`src/core/dbs_pkg.sv`:
```
package dbs_pkg;

	// ------------------------------------------------------------
	// Register map
	// ------------------------------------------------------------
	localparam logic [7:0] PIN_MODE_ADDR   = 8'h3C;
	localparam logic [7:0] STROBE_LEN_ADDR = 8'h60;
	localparam logic [7:0] CONFIG_ADDR     = 8'h64;
	localparam logic [7:0] STATUS_ADDR     = 8'h68;
	localparam logic [7:0] REQUEST_ADDR    = 8'h6C;

	// ------------------------------------------------------------
	// Field positions of the pin polarity and mode register
	// ------------------------------------------------------------
	localparam int SWAP_LSB   = 6;
	localparam int SWAP_MSB   = 7;
	localparam int TRANSFER_END_POLARITY_B  = 5;
	localparam int MASTER_B   = 4;
	localparam int ACKNOWLEDGE_POLARITY_B  = 3;
	localparam int REQ_POL_B  = 2;
	localparam int WR_POL_B   = 1;
	localparam int RD_POL_B   = 0;

	// ------------------------------------------------------------
	// Field positions of the configuration register
	// ------------------------------------------------------------
	localparam int WIDTH_B    = 0;
	localparam int UTIM_LSB   = 1;
	localparam int UTIM_MSB   = 2;

	// ------------------------------------------------------------
	// Field positions of the request register
	// ------------------------------------------------------------
	localparam int REQ_B      = 0;
	localparam int DIR_B      = 1;
	localparam int UDMA_B     = 2;

	// ------------------------------------------------------------
	// Reset values
	// ------------------------------------------------------------
	localparam logic [7:0] PIN_MODE_RST   = 8'h04;
	localparam logic [7:0] STROBE_LEN_RST = 8'h1F;
	localparam logic [7:0] CONFIG_RST     = 8'h01;
	localparam int         STROBE_W       = 5;

	// ------------------------------------------------------------
	// Codes
	// ------------------------------------------------------------
	localparam logic [1:0] SWAP_NORMAL  = 2'h0;
	localparam logic [1:0] SWAP_SWAPPED = 2'h1;
	localparam logic [1:0] UTIM_MODE0   = 2'h0;
	localparam logic [1:0] UTIM_MODE1   = 2'h1;
	localparam logic [1:0] UTIM_MODE2   = 2'h2;
	localparam logic [1:0] UTIM_PROG    = 2'h3;

	// ------------------------------------------------------------
	// Timing: one strobe cycle of ultra timing mode 2, in ns
	// ------------------------------------------------------------
	localparam int CLK_PERIOD_NS   = 25;
	localparam int UCYCLE_NS       = 50;
	localparam int UCYCLE_CLKS     =
		(UCYCLE_NS + CLK_PERIOD_NS - 1) / CLK_PERIOD_NS;
	localparam int STD_HOLD_MODE0  = 8;
	localparam int STD_HOLD_MODE1  = 5;
	localparam int STD_HOLD_MODE2  = 3;

	// ------------------------------------------------------------
	// Strobe sequencer states
	// ------------------------------------------------------------
	typedef enum logic [2:0] {
		SEQ_IDLE   = 3'b001,
		SEQ_STROBE = 3'b010,
		SEQ_DONE   = 3'b100
	} dbs_seq_t;

endpackage

```
`src/core/dbs_pol.sv`:
```
`timescale 1ns/1ps

// Applies a programmable polarity to one handshake signal.
module dbs_pol (
	input  wire logic active_high,
	input  wire logic asserted,
	output wire logic pin_level
);

	// ------------------------------------------------------------
	// Polarity
	// ------------------------------------------------------------
	// A low polarity bit inverts the logical level on the pin.
	assign pin_level = active_high ? asserted : ~asserted;

endmodule

```
`src/core/dbs_swap.sv`:
```
`timescale 1ns/1ps

// Exchanges the halves of a data word, nibbles or bytes by bus width.
module dbs_swap (
	input  wire logic [15:0] din,
	input  wire logic        swap_en,
	input  wire logic        wide,
	output wire logic [15:0] dout
);

	// ------------------------------------------------------------
	// Half exchange
	// ------------------------------------------------------------
	wire logic [15:0] byte_x;
	wire logic [15:0] nib_x;

	// Byte exchange on the wide bus, nibble exchange on the narrow one.
	assign byte_x = {din[7:0], din[15:8]};
	assign nib_x  = {8'h00, din[3:0], din[7:4]};
	assign dout   = !swap_en ? (wide ? din : {8'h00, din[7:0]}) :
		(wide ? byte_x : nib_x);

endmodule

```
`src/core/dbs_top.sv`:
```
//
// Contract
// Swap code 00: upper nibble on bits 7..4, upper byte on 15..8.
// Swap code 01: halves exchanged, nibble for 8-bit, byte for 16-bit; here no swap in ultra transfers.
// Swap applies only to RAM-to-bus data in slave and master modes; here it also swaps bus-to-RAM data.
// Software avoids reserved swap codes; treated here as normal.
// End-of-transfer input polarity by its bit; slave mode only.
// Master-select bit 0 gives slave mode, 1 master; resets 0.
// Acknowledge polarity by its bit: 0 active low; resets 0.
// Request polarity by its bit; resets 1, active high.
// Write strobe polarity by its bit: 0 active low; resets 0.
// Read strobe polarity by its bit: 0 active low; resets 0.
// Programmable mode holds each strobe N+1 cycles; N resets 1F. Here N+1 in ultra transfers only, mode 2 length otherwise.
// Strobe count used only when timing field is 03.
// Programmable cycles last as long as standard mode 2 cycles.
// Timing codes 00..02 select standard modes 0..2; 03 programmable.
// Width bit 0 selects 8-bit bus, 1 selects 16-bit bus.
//
// Local design decision: register access over APB.
`timescale 1ns/1ps

module dbs_top (
	input  wire logic        pclk,
	input  wire logic        presetn,
	input  wire logic        psel,
	input  wire logic        penable,
	input  wire logic        pwrite,
	input  wire logic [7:0]  paddr,
	input  wire logic [31:0] pwdata,
	output wire logic [31:0] prdata,
	output wire logic        pready,
	output wire logic        pslverr,
	input  wire logic [15:0] ram_rdata,
	output logic      [15:0] dma_data_out,
	output wire logic        dma_data_oe,
	input  wire logic [15:0] dma_data_in,
	output logic      [15:0] ram_wdata,
	output wire logic        request_pin,
	input  wire logic        acknowledge_pin,
	input  wire logic        transfer_end_input,
	output wire logic        write_strobe_pin,
	output wire logic        read_strobe_pin,
	output wire logic        master_dma,
	output wire logic        generic_slave_dma,
	output wire logic        bus_wide
);

	// ------------------------------------------------------------
	// Register state
	// ------------------------------------------------------------
	// Software registers, pin synchronisers and sequencer state.
	logic [7:0]             pin_mode_r;
	logic [7:0]             strobe_len_r;
	logic [7:0]             config_r;
	logic                   eot_seen_r;
	logic                   ack_s1_r;
	logic                   ack_s2_r;
	logic                   ack_s3_r;
	logic                   eot_s1_r;
	logic                   eot_s2_r;
	logic                   eot_s3_r;
	logic                   ack_lvl_r;
	logic                   eot_lvl_r;
	logic                   dir_r;
	logic                   udma_r;
	logic                   go_r;
	dbs_pkg::dbs_seq_t      state_r;
	dbs_pkg::dbs_seq_t      state_nxt;
	logic [7:0]             hold_cnt_r;
	logic [7:0]             hold_cnt_nxt;
	logic [7:0]             tick_cnt_r;

	// ------------------------------------------------------------
	// Bus decode
	// ------------------------------------------------------------
	// Select lines, write enable and request strobes.
	wire logic        wr_en;
	wire logic        sel_pin;
	wire logic        sel_len;
	wire logic        sel_cfg;
	wire logic        sel_sts;
	wire logic        sel_req;
	wire logic        mapped;
	wire logic [31:0] sts_word;
	wire logic        req_start;
	wire logic        eot_clear;

	// Address decode; unmapped addresses answer with an error.
	assign sel_pin   = paddr == dbs_pkg::PIN_MODE_ADDR;
	assign sel_len   = paddr == dbs_pkg::STROBE_LEN_ADDR;
	assign sel_cfg   = paddr == dbs_pkg::CONFIG_ADDR;
	assign sel_sts   = paddr == dbs_pkg::STATUS_ADDR;
	assign sel_req   = paddr == dbs_pkg::REQUEST_ADDR;
	assign mapped    = sel_pin | sel_len | sel_cfg | sel_sts | sel_req;
	assign wr_en     = psel & penable & pwrite & mapped;
	assign pready    = 1'b1;
	assign pslverr   = psel & penable & ~mapped;
	assign req_start = wr_en & sel_req & pwdata[dbs_pkg::REQ_B];
	assign eot_clear = wr_en & sel_sts;

	// ------------------------------------------------------------
	// Read back
	// ------------------------------------------------------------
	// Status word: sequencer busy, synchronised pins, end seen.
	assign sts_word = {28'h0000000, eot_seen_r, eot_lvl_r, ack_lvl_r,
		state_r != dbs_pkg::SEQ_IDLE};

	// Read data multiplexer; reserved bits read as zero, except strobe length bits 7..5, which read back as written.
	assign prdata = !(psel & ~pwrite) ? 32'h00000000 :
		sel_pin ? {24'h000000, pin_mode_r} :
		sel_len ? {24'h000000, strobe_len_r} :
		sel_cfg ? {24'h000000, config_r} :
		sel_sts ? sts_word :
		sel_req ? {29'h0, udma_r, dir_r, go_r} : 32'h00000000;

	// Register writes take effect at the access edge.
	always_ff @(posedge pclk or negedge presetn) begin
		if (!presetn) begin
			pin_mode_r   <= dbs_pkg::PIN_MODE_RST;
			strobe_len_r <= dbs_pkg::STROBE_LEN_RST;
			config_r     <= dbs_pkg::CONFIG_RST;
		end else if (wr_en) begin
			if (sel_pin)
				pin_mode_r <= pwdata[7:0];
			if (sel_len)
				strobe_len_r <= pwdata[7:0];
			if (sel_cfg)
				config_r <= {5'h00, pwdata[2:0]};
		end
	end

	// ------------------------------------------------------------
	// Mode decode
	// ------------------------------------------------------------
	wire logic [1:0] swap_sel;
	wire logic [1:0] utim_sel;
	wire logic       swap_on;

	// Operating mode, bus width and the two code fields.
	assign master_dma        = pin_mode_r[dbs_pkg::MASTER_B];
	assign generic_slave_dma = ~master_dma;
	assign bus_wide          = config_r[dbs_pkg::WIDTH_B];
	assign swap_sel = pin_mode_r[dbs_pkg::SWAP_MSB:dbs_pkg::SWAP_LSB];
	assign utim_sel = config_r[dbs_pkg::UTIM_MSB:dbs_pkg::UTIM_LSB];
	// Reserved codes fall back to the normal layout.
	assign swap_on  = (swap_sel == dbs_pkg::SWAP_SWAPPED) & ~udma_r;

	// ------------------------------------------------------------
	// Pin synchronisers
	// ------------------------------------------------------------
	// Idle levels under the reset polarities; reset shows no false event.
	localparam logic ACK_IDLE = ~dbs_pkg::PIN_MODE_RST[dbs_pkg::ACKNOWLEDGE_POLARITY_B];
	localparam logic EOT_IDLE = ~dbs_pkg::PIN_MODE_RST[dbs_pkg::TRANSFER_END_POLARITY_B];

	// Three stages; a change counts once stages two and three agree.
	// A polarity change reads as an event until the stages settle, so
	// software changes polarities only while no transfer is pending.
	always_ff @(posedge pclk or negedge presetn) begin
		if (!presetn) begin
			ack_s1_r  <= ACK_IDLE;
			ack_s2_r  <= ACK_IDLE;
			ack_s3_r  <= ACK_IDLE;
			eot_s1_r  <= EOT_IDLE;
			eot_s2_r  <= EOT_IDLE;
			eot_s3_r  <= EOT_IDLE;
			ack_lvl_r <= ACK_IDLE;
			eot_lvl_r <= EOT_IDLE;
		end else begin
			ack_s1_r <= acknowledge_pin;
			ack_s2_r <= ack_s1_r;
			ack_s3_r <= ack_s2_r;
			eot_s1_r <= transfer_end_input;
			eot_s2_r <= eot_s1_r;
			eot_s3_r <= eot_s2_r;
			if (ack_s2_r == ack_s3_r)
				ack_lvl_r <= ack_s3_r;
			if (eot_s2_r == eot_s3_r)
				eot_lvl_r <= eot_s3_r;
		end
	end

	// Logical assertion levels after polarity.
	wire logic ack_act;
	wire logic eot_act;

	assign ack_act = ack_lvl_r ~^ pin_mode_r[dbs_pkg::ACKNOWLEDGE_POLARITY_B];
	assign eot_act = (eot_lvl_r ~^ pin_mode_r[dbs_pkg::TRANSFER_END_POLARITY_B]) &
		generic_slave_dma;

	// Sticky end-of-transfer flag; a new event wins over the clear.
	always_ff @(posedge pclk or negedge presetn) begin
		if (!presetn)
			eot_seen_r <= 1'b0;
		else if (eot_act)
			eot_seen_r <= 1'b1;
		else if (eot_clear)
			eot_seen_r <= 1'b0;
	end

	// ------------------------------------------------------------
	// Strobe length selection
	// ------------------------------------------------------------
	// The count field is five bits, so a hold never exceeds 32 units.
	wire logic [7:0] hold_len;

	// Standard codes use fixed lengths; code 03 uses N+1 in ultra transfers, the mode 2 length otherwise.
	assign hold_len =
		utim_sel == dbs_pkg::UTIM_MODE0 ? 8'(dbs_pkg::STD_HOLD_MODE0) :
		utim_sel == dbs_pkg::UTIM_MODE1 ? 8'(dbs_pkg::STD_HOLD_MODE1) :
		utim_sel == dbs_pkg::UTIM_MODE2 ? 8'(dbs_pkg::STD_HOLD_MODE2) :
		(udma_r ? 8'(strobe_len_r[dbs_pkg::STROBE_W-1:0]) + 8'h01 :
		8'(dbs_pkg::STD_HOLD_MODE2));

	// ------------------------------------------------------------
	// Strobe sequencer
	// ------------------------------------------------------------
	// Divides the clock down to timing cycles of the strobe.
	wire logic tick;

	// One timing cycle lasts as long as a mode 2 cycle.
	assign tick = tick_cnt_r == 8'(dbs_pkg::UCYCLE_CLKS - 1);

	// Next state and hold count.
	always_comb begin
		state_nxt    = state_r;
		hold_cnt_nxt = hold_cnt_r;
		case (state_r)
			dbs_pkg::SEQ_IDLE: begin
				if (go_r & (master_dma | ack_act)) begin
					state_nxt    = dbs_pkg::SEQ_STROBE;
					hold_cnt_nxt = hold_len;
				end
			end
			dbs_pkg::SEQ_STROBE: begin
				if (tick) begin
					hold_cnt_nxt = hold_cnt_r - 8'h01;
					if (hold_cnt_r == 8'h01)
						state_nxt = dbs_pkg::SEQ_DONE;
				end
			end
			dbs_pkg::SEQ_DONE: begin
				state_nxt = dbs_pkg::SEQ_IDLE;
			end
			default: begin
				state_nxt = dbs_pkg::SEQ_IDLE;
			end
		endcase
	end

	// Sequencer registers; the tick counter only runs while strobing,
	// so every strobe starts on a whole timing cycle.
	always_ff @(posedge pclk or negedge presetn) begin
		if (!presetn) begin
			state_r    <= dbs_pkg::SEQ_IDLE;
			hold_cnt_r <= 8'h00;
			tick_cnt_r <= 8'h00;
		end else begin
			state_r    <= state_nxt;
			hold_cnt_r <= hold_cnt_nxt;
			if (state_r != dbs_pkg::SEQ_STROBE || tick)
				tick_cnt_r <= 8'h00;
			else
				tick_cnt_r <= tick_cnt_r + 8'h01;
		end
	end

	// Transfer request from software; cleared when the strobe ends.
	always_ff @(posedge pclk or negedge presetn) begin
		if (!presetn) begin
			go_r   <= 1'b0;
			dir_r  <= 1'b0;
			udma_r <= 1'b0;
		end else if (req_start && !go_r) begin
			go_r   <= 1'b1;
			dir_r  <= pwdata[dbs_pkg::DIR_B];
			udma_r <= pwdata[dbs_pkg::UDMA_B];
		end else if (state_r == dbs_pkg::SEQ_DONE) begin
			go_r <= 1'b0;
		end
	end

	// ------------------------------------------------------------
	// Data path
	// ------------------------------------------------------------
	wire logic [15:0] to_bus;
	wire logic [15:0] from_bus;
	wire logic        strobing;

	// The strobe window is the time spent in the strobe state.
	assign strobing = state_r == dbs_pkg::SEQ_STROBE;

	// RAM data toward the bus.
	dbs_swap u_swap_out (
		.din     (ram_rdata),
		.swap_en (swap_on),
		.wide    (bus_wide),
		.dout    (to_bus)
	);

	// Bus data toward the RAM.
	dbs_swap u_swap_in (
		.din     (dma_data_in),
		.swap_en (swap_on),
		.wide    (bus_wide),
		.dout    (from_bus)
	);

	// Data registers follow the strobe.
	always_ff @(posedge pclk or negedge presetn) begin
		if (!presetn) begin
			dma_data_out <= 16'h0000;
			ram_wdata    <= 16'h0000;
		end else if (strobing) begin
			if (dir_r)
				dma_data_out <= to_bus;
			else
				ram_wdata <= from_bus;
		end
	end

	// The bus is driven only during an outbound strobe.
	assign dma_data_oe = strobing & dir_r;

	// ------------------------------------------------------------
	// Pin polarity
	// ------------------------------------------------------------
	// In slave mode, request stands from the software start until the strobe begins, and again for the done cycle.
	dbs_pol u_req (
		.active_high (pin_mode_r[dbs_pkg::REQ_POL_B]),
		.asserted    (go_r & generic_slave_dma & ~strobing),
		.pin_level   (request_pin)
	);

	// Write strobe marks an outbound strobe in master mode.
	dbs_pol u_wr (
		.active_high (pin_mode_r[dbs_pkg::WR_POL_B]),
		.asserted    (strobing & dir_r & master_dma),
		.pin_level   (write_strobe_pin)
	);

	// Read strobe marks an inbound strobe in master mode.
	dbs_pol u_rd (
		.active_high (pin_mode_r[dbs_pkg::RD_POL_B]),
		.asserted    (strobing & ~dir_r & master_dma),
		.pin_level   (read_strobe_pin)
	);

endmodule

```
`config.mk`:
```
export PLATFORM = sky130hd
export DESIGN_NAME = dbs_top
export DESIGN_NICKNAME = d
export VERILOG_FILES = /design/src/core/dbs_pkg.sv /design/src/core/dbs_pol.sv /design/src/core/dbs_swap.sv /design/src/core/dbs_top.sv
export SDC_FILE = /design/constraint.sdc
export NUM_CORES = 1
export LEC_CHECK = 0
export BUFFER_PORTS_ARGS = -buffer_cell sky130_fd_sc_hd__buf_4
export CAP_MARGIN = 20
export CORE_MARGIN = 8
export CORE_UTILIZATION = 51
export DETAILED_ROUTE_END_ITERATION = 8
export PLACE_DENSITY_LB_ADDON = 0.2
export SLEW_MARGIN = 20
export SYNTH_ARGS = -nofsm -noshare
export SYNTH_HDL_FRONTEND = slang
export SYNTH_SLANG_ARGS = --single-unit
```
`constraint.sdc`:
```
create_clock -name pclk -period 2.5 [get_ports pclk]
set_input_delay 0.25 -clock pclk [delete_from_list [all_inputs] [get_ports pclk]]
set_output_delay 0.25 -clock pclk [all_outputs]
set_load 0.02 [all_outputs]
```
# --- Yosys cells after proc, flatten, opt, wreduce, memory -nomap -nowiden ---
# Index checks and enable logic that the tools add are counted.
classes:
  n_addsub: 3
  eq_ne: 20
  muxes: 31
  n_bitwise: 33
  reduce_logical: 14
ops:
  columns: ["op", "count"]
  rows:
  - ["2-to-1 mux 16 bit", 6]
  - ["2-to-1 mux 8 bit", 6]
  - ["equality test 8 x 7 -> 1 bit, second input constant", 4]
  - ["2-to-1 mux 6 bit", 4]
  - ["AND 1 bit", 17]
  - ["equality test 8 x 1 -> 1 bit, second input constant", 2]
  - ["one-hot mux 8 bit (2 select lines)", 1]
  - ["2-to-1 mux 3 bit", 4]
  - ["AND reduction 2 bit", 5]
  - ["inverter 1 bit", 9]
  - ["adder 8 x 1 -> 8 bit, second input constant", 1]
  - ["equality test 8 x 6 -> 1 bit, second input constant", 1]
  - ["2-to-1 mux 4 bit", 2]
  - ["subtractor 8 x 1 -> 8 bit, second input constant", 1]
  - ["2-to-1 mux 1 bit", 7]
  - ["adder 5 x 1 -> 6 bit, second input constant", 1]
  - ["one-hot mux 3 bit (2 select lines)", 1]
  - ["AND reduction 3 bit", 2]
  - ["nonzero test 2 bit", 3]
  - ["bitwise OR 1 bit", 5]
  - ["equality test 2 x 1 -> 1 bit, second input constant", 2]
  - ["inequality test 2 bit, second input constant", 2]
  - ["equality test 3 x 1 -> 1 bit, second input constant", 1]
  - ["equality test 3 x 2 -> 1 bit, second input constant", 1]
  - ["other kinds (11)", 13]
totals:
  register_bits: 82
  input_bits: 79
  out_inout_bits: 73
  wordCells: 121

# --- Logic depth before layout (Yosys ltp) ---
logic_depth:
  ltp_word: 10
  ltp_mapped: 7
  depth_no_buf: 6

# --- By module ---
# From an unflattened synthesis, not the netlist that was laid out.
hier_totals:
  hier_cells: 421
  hier_area_um2: 4732.0
modules_own_cells:
  columns: ["mod", "n_inst", "cells_per_inst", "area_each_um2", "seq_area_each_um2"]
  rows:
  - ["dbs_top", 1, 328, 3940.0, 2072.0]
  - ["dbs_swap", 2, 45, 382.9, 0.0]
  - ["dbs_pol", 3, 1, 8.8, 0.0]

# --- Worst setup path after synthesis ---
# Ideal clock, no wire load.
synth_timing:
  path_kind: "input to output"
  start: "in paddr[1]"
  end: "out prdata[0]"
  t_arrival_ns: 2.002
  required_time_ns: 2.250
  path_slack_ns: 0.248
  cell_stages: 5
  path_buffers: 1
  cell_sequence: "or4b_1 -> buf_2 -> nor4_1 -> a22oi_1 -> a21oi_1"
synth_via:
  elab_chain_len: 7
synth_lines:
  columns: ["item", "line", "source"]
  rows:
  - ["from (decl)", "dbs_top.sv:28", "input wire logic [7:0] paddr,"]
  - ["equality test 8 x 7 -> 1 bit", "dbs_top.sv:93", "assign sel_req = paddr == dbs_pkg::REQUEST_ADDR;"]
  - ["2-to-1 mux 3 bit", "dbs_top.sv:114", "sel_req ? {29'h0, udma_r, dir_r, go_r} : 32'h00000000;"]
  - ["2-to-1 mux 4 bit", "dbs_top.sv:113", "sel_sts ? sts_word :"]
  - ["2-to-1 mux 4 bit", "dbs_top.sv:112", "sel_cfg ? {24'h000000, config_r} :"]
  - ["2-to-1 mux 8 bit", "dbs_top.sv:111", "sel_len ? {24'h000000, strobe_len_r} :"]
  - ["2-to-1 mux 8 bit (*)", "dbs_top.sv:110", "sel_pin ? {24'h000000, pin_mode_r} :"]
  - ["2-to-1 mux 8 bit (*)", "dbs_top.sv:109", "assign prdata = !(psel & ~pwrite) ? 32'h00000000 :"]
  - ["to (decl)", "dbs_top.sv:30", "output wire logic [31:0] prdata,"]
# Mark *: on every way between the ends. The rest lies on a longest branch, timed or not.

# --- Worst setup path after layout ---
layout_timing:
  start: "reg state_r[2]"
  end: "out request_pin"
layout_via:
  elab_chain_len: 5
layout_lines:
  columns: ["item", "line", "source"]
  rows:
  - ["from (decl)", "dbs_top.sv:67", "dbs_pkg::dbs_seq_t state_r;"]
  - ["from (signal assigned)", "dbs_top.sv:254", "state_r <= dbs_pkg::SEQ_IDLE;"]
  - ["from (signal assigned)", "dbs_top.sv:258", "state_r <= state_nxt;"]
  - ["equality test 3 x 2 -> 1 bit (*)", "dbs_top.sv:290", "assign strobing = state_r == dbs_pkg::SEQ_STROBE;"]
  - ["inverter 1 bit (*)", "dbs_top.sv:330", ".asserted (go_r & generic_slave_dma & ~strobing),"]
  - ["AND 1 bit (*)", "dbs_top.sv:330", null]
  - ["inverter 1 bit", "dbs_pol.sv:14", "assign pin_level = active_high ? asserted : ~asserted;"]
  - ["2-to-1 mux 1 bit (*)", "dbs_pol.sv:14", null]
  - ["to (decl)", "dbs_top.sv:38", "output wire logic request_pin,"]
# Marks and branches as above.

==> tab_implementation.tex <==
\begin{tabular}{lr}
\hline
Metric & Value \\
\hline
\multicolumn{2}{l}{\textbf{Critical path}} \\
Maximum net fanout on the critical path & 14 \\
Required time of the critical path & 2.25 ns \\
Arrival time worst endpoint & 2.02 ns \\
Setup crit end kind & primary output \\
Kind of start point of the critical path & flop \\
Critical path class & flop to primary output \\
\multicolumn{2}{l}{\textbf{Logic synthesis}} \\
Cell count after synthesis & 441 \\
Ranking of synthesized cells by area & dfrtp\_1 (38\%), dfstp\_2 (9.5\%), mux2i\_1 (8.2\%) \\
Total standard cell area after synthesis & 4403 um2 \\
Share of async-settable or async-resettable flops after synthesis & 100.0\% \\
Number of synthesized flops with an enable pin & 0 \\
Most used standard cells in the synthesized netlist & dfrtp\_1 (66), nand2\_1 (66), o21ai\_0 (52), mux2i\_1 (36), buf\_4 (25) \\
Predominant post-synthesis flop cell & dfrtp\_1 \\
YS warnings & 0 \\
Sequential share of the synthesized area & 47.06\% \\
Post-synthesis average cell area & 9.984 um2 \\
Flip-flop and latch count after synthesis & 82 \\
Number of library cell types mapped by synthesis & 52 \\
Largest area contributor in the synthesized netlist & dfrtp\_1 \\
Area share of the largest cell type after synthesis & 37.51\% \\
\multicolumn{2}{l}{\textbf{Outcome}} \\
Status & finished, final reports clean \\
\multicolumn{2}{l}{\textbf{Global routing}} \\
Initial antenna violation count & 0 \\
Wire length of the first global-routing pass & 16910 um \\
Largest net degree at the start of global routing & 52 \\
Vias in the first global route & 3441 \\
Congestion Overflow GR & 0 \\
Global-route usage over all layers & 17.70\% \\
\multicolumn{2}{l}{\textbf{CTS}} \\
Post-CTS Setup Repair Bufs & 0 \\
Post-CTS Resized & 0 \\
Clock insertion delay at the later pin of the skew report & 0.34 ns \\
CTS tree & done \\
Clock Sink Count & 82 \\
Number of clock buffers inserted by TritonCTS & 9 \\
Root Buffer Master & clkbuf\_8 \\
Buffers from clock root to sink, at most & 2 \\
Number of hold buffers added after CTS & 1 \\
Clock Pin Slew Worst Setup and Hold Paths & 0.08 ns \\
CTS HTree Levels & 3 \\
\multicolumn{2}{l}{\textbf{Detailed routing}} \\
Pre-antenna DRT Iters & 4 \\
Count of unresolved DRC violations after routing & 0 \\
Vias per cell & 5.377 \\
Post-DRT Antenna Nets & 0 \\
Routed Wire Length & 10650 um \\
Number of DRC markers in iteration 0 & 223 \\
Via total after detailed routing & 3533 \\
Detailed-route wire length per cell & 16.21 um \\
\multicolumn{2}{l}{\textbf{Placed design}} \\
Count of placed standard cells including taps & 639 \\
Port Buffer Count & 102 \\
Sum of net half-perimeters after detailed placement & 8145 um \\
Final weighted congestion of routability-driven global placement & 0.8358 \\
Placed Instance Area & 5210 um2 \\
\multicolumn{2}{l}{\textbf{STA}} \\
Time the final worst path needs with I/O delays and setup & 2.273 ns \\
Slew of the pin with the lowest slew margin & 0.6563 ns \\
Number of failing hold endpoints at the final stage & 0 \\
Maximum clock skew at final layout & 0.01261 ns \\
Highest clock frequency the design can meet & 0.4399 GHz \\
Final Max Slew Viols & 0 \\
Setup TNS & 0 ns \\
Remaining max-slew budget at the tightest pin & 56.24\% \\
Unrepaired setup endpoints after global routing & no \\
Final period util & 90.92\% \\
\# setup viols final & 0 \\
\multicolumn{2}{l}{\textbf{Floorplan}} \\
Total Die Area & 11860 um2 \\
I/O pin count & 152 \\
Core box area & 8551 um2 \\
Vertical die dimension & 108.9 um \\
X dimension of the die & 108.9 um \\
Starting utilization of the core area & 51.49\% \\
FP Rows & 34 \\
\multicolumn{2}{l}{\textbf{Final layout}} \\
Util after Layout & 63.52\% \\
Antenna diode count & 0 \\
Area added between synthesis and finish & 23.36\% \\
Cell Count, Final, Fillers Out & 657 \\
Post-layout nets & 628 \\
Layout cell share with drive strength beyond 1 & 31.69\% \\
Cell area after layout & 5431 um2 \\
\multicolumn{2}{l}{\textbf{Pwr}} \\
Cell leakage power & 2.478 nW \\
Total power & 2.637 mW \\
Maximum vdd ir drop & 275.5 uV \\
Power density over the cells & 485.6 nW/um2 \\
\multicolumn{2}{l}{\textbf{Job}} \\
Max cap viols & 0 \\
\multicolumn{2}{l}{\textbf{Worst hold path}} \\
Class of the worst hold path & input port to flop \\
\hline
\end{tabular}
kinds of logic after synthesis:
logic type                 Yosys count  share of synthesized area (%)
buffers and inverters               53                          6.877
muxes                               59                          14.32
adders and majority gates            7                          1.876
other                                2                         0.1706
AOI/OAI and AO/OA                   87                          11.82
and+or+nand+nor                    137                          15.09
xor gates and xnor gates            14                          2.785
DFF                                 82                          47.06
registers in the layout (all words and copies together), names as in the netlist, 3 cells and up:
register	flops
config_r	3
state_r	3
pin_mode_r	8
ram_wdata	16
tick_cnt_r	8
hold_cnt_r	8
strobe_len_r	8
dma_data_out	16
final cells by class:
class / instances / area (um2)
Inverter: 8 / 30.03
Sequential cell: 82 / 2072
Fill cell: 730 / 3119
Tap cell: 108 / 135.1
Timing Repair Buffer: 114 / 873.3
Clock buffer: 10 / 137.6
Multi-Input combinational cell: 329 / 2120
Clock inverter: 6 / 63.81
cell usage in the layout, fill, tap and decap left out, types with 3 or more instances in the layout:
cell      instances
dfrtp_1          66
o211ai_1          3
nor3b_1           3
o21ai_0          52
a21oi_1           5
mux2i_1          36
and3_1            3
nor3_1            6
nand3_1           9
nand2_1          66
mux2_2           22
conb_1           25
nand2b_1          5
dfstp_2          16
clkbuf_8         10
xor2_1            9
buf_4           111
xnor2_1           5
ha_1              5
a22oi_1           7
o22ai_1           4
or3_1             3
nor2_1           23
nor4_1            5
inv_1             8
stage by stage:
step                      hold WS (ns)  setup slack [ns]
final                          0.03177            0.2270
after global routing          0.003670            0.1308
after CTS                     0.008453            0.2192
after detailed placement        0.3358            0.1790
after global placement          0.3230            0.2251
after floorplan               -0.04559            0.2480
routing by layer:
layer | GRT usage (%) | up-vias | wire length [um]
met5 | 0 | - | 0
met4 | 5.376 | 0 | 138
met3 | 4.787 | 10 | 884
met2 | 28.08 | 121 | 4995
met1 | 23.13 | 1700 | 4631
li1 | - | 1702 | -
report_power, final:
group / total (mW) / internal (mW) / switching, mW / leakage, nW
clock: 0.970 / 0.489 / 0.481 / 0.0987
sequential: 1.38 / 1.36 / 0.0237 / 0.915
combinational: 0.286 / 0.125 / 0.161 / 1.47
total: 2.64 / 1.97 / 0.666 / 2.48
critical path, cell delays in order (launching register included):
cell     delay (ns)
dfrtp_1        0.41
or3b_2         0.51
buf_4          0.21
and3_1         0.21
xnor2_1        0.18
buf_4          0.18
worst paths after layout:
kind | from | to | slack, ns | cells past startpoint
worst max-delay path | state_r[2] | request_pin | 0.23 | 5
worst min-delay path | transfer_end_input | eot_s1_r | 0.03 | 1
worst max register to register | tick_cnt_r[1] | hold_cnt_r[7] | 0.28 | 6
worst min register to register | eot_s1_r | eot_s2_r | 0.36 | 0
max in group asynchronous | presetn | eot_s3_r | 1.34 | 3
min in group asynchronous | presetn | hold_cnt_r[1] | 0.48 | 2
Note: power is estimated with default switching activity, not from simulation.
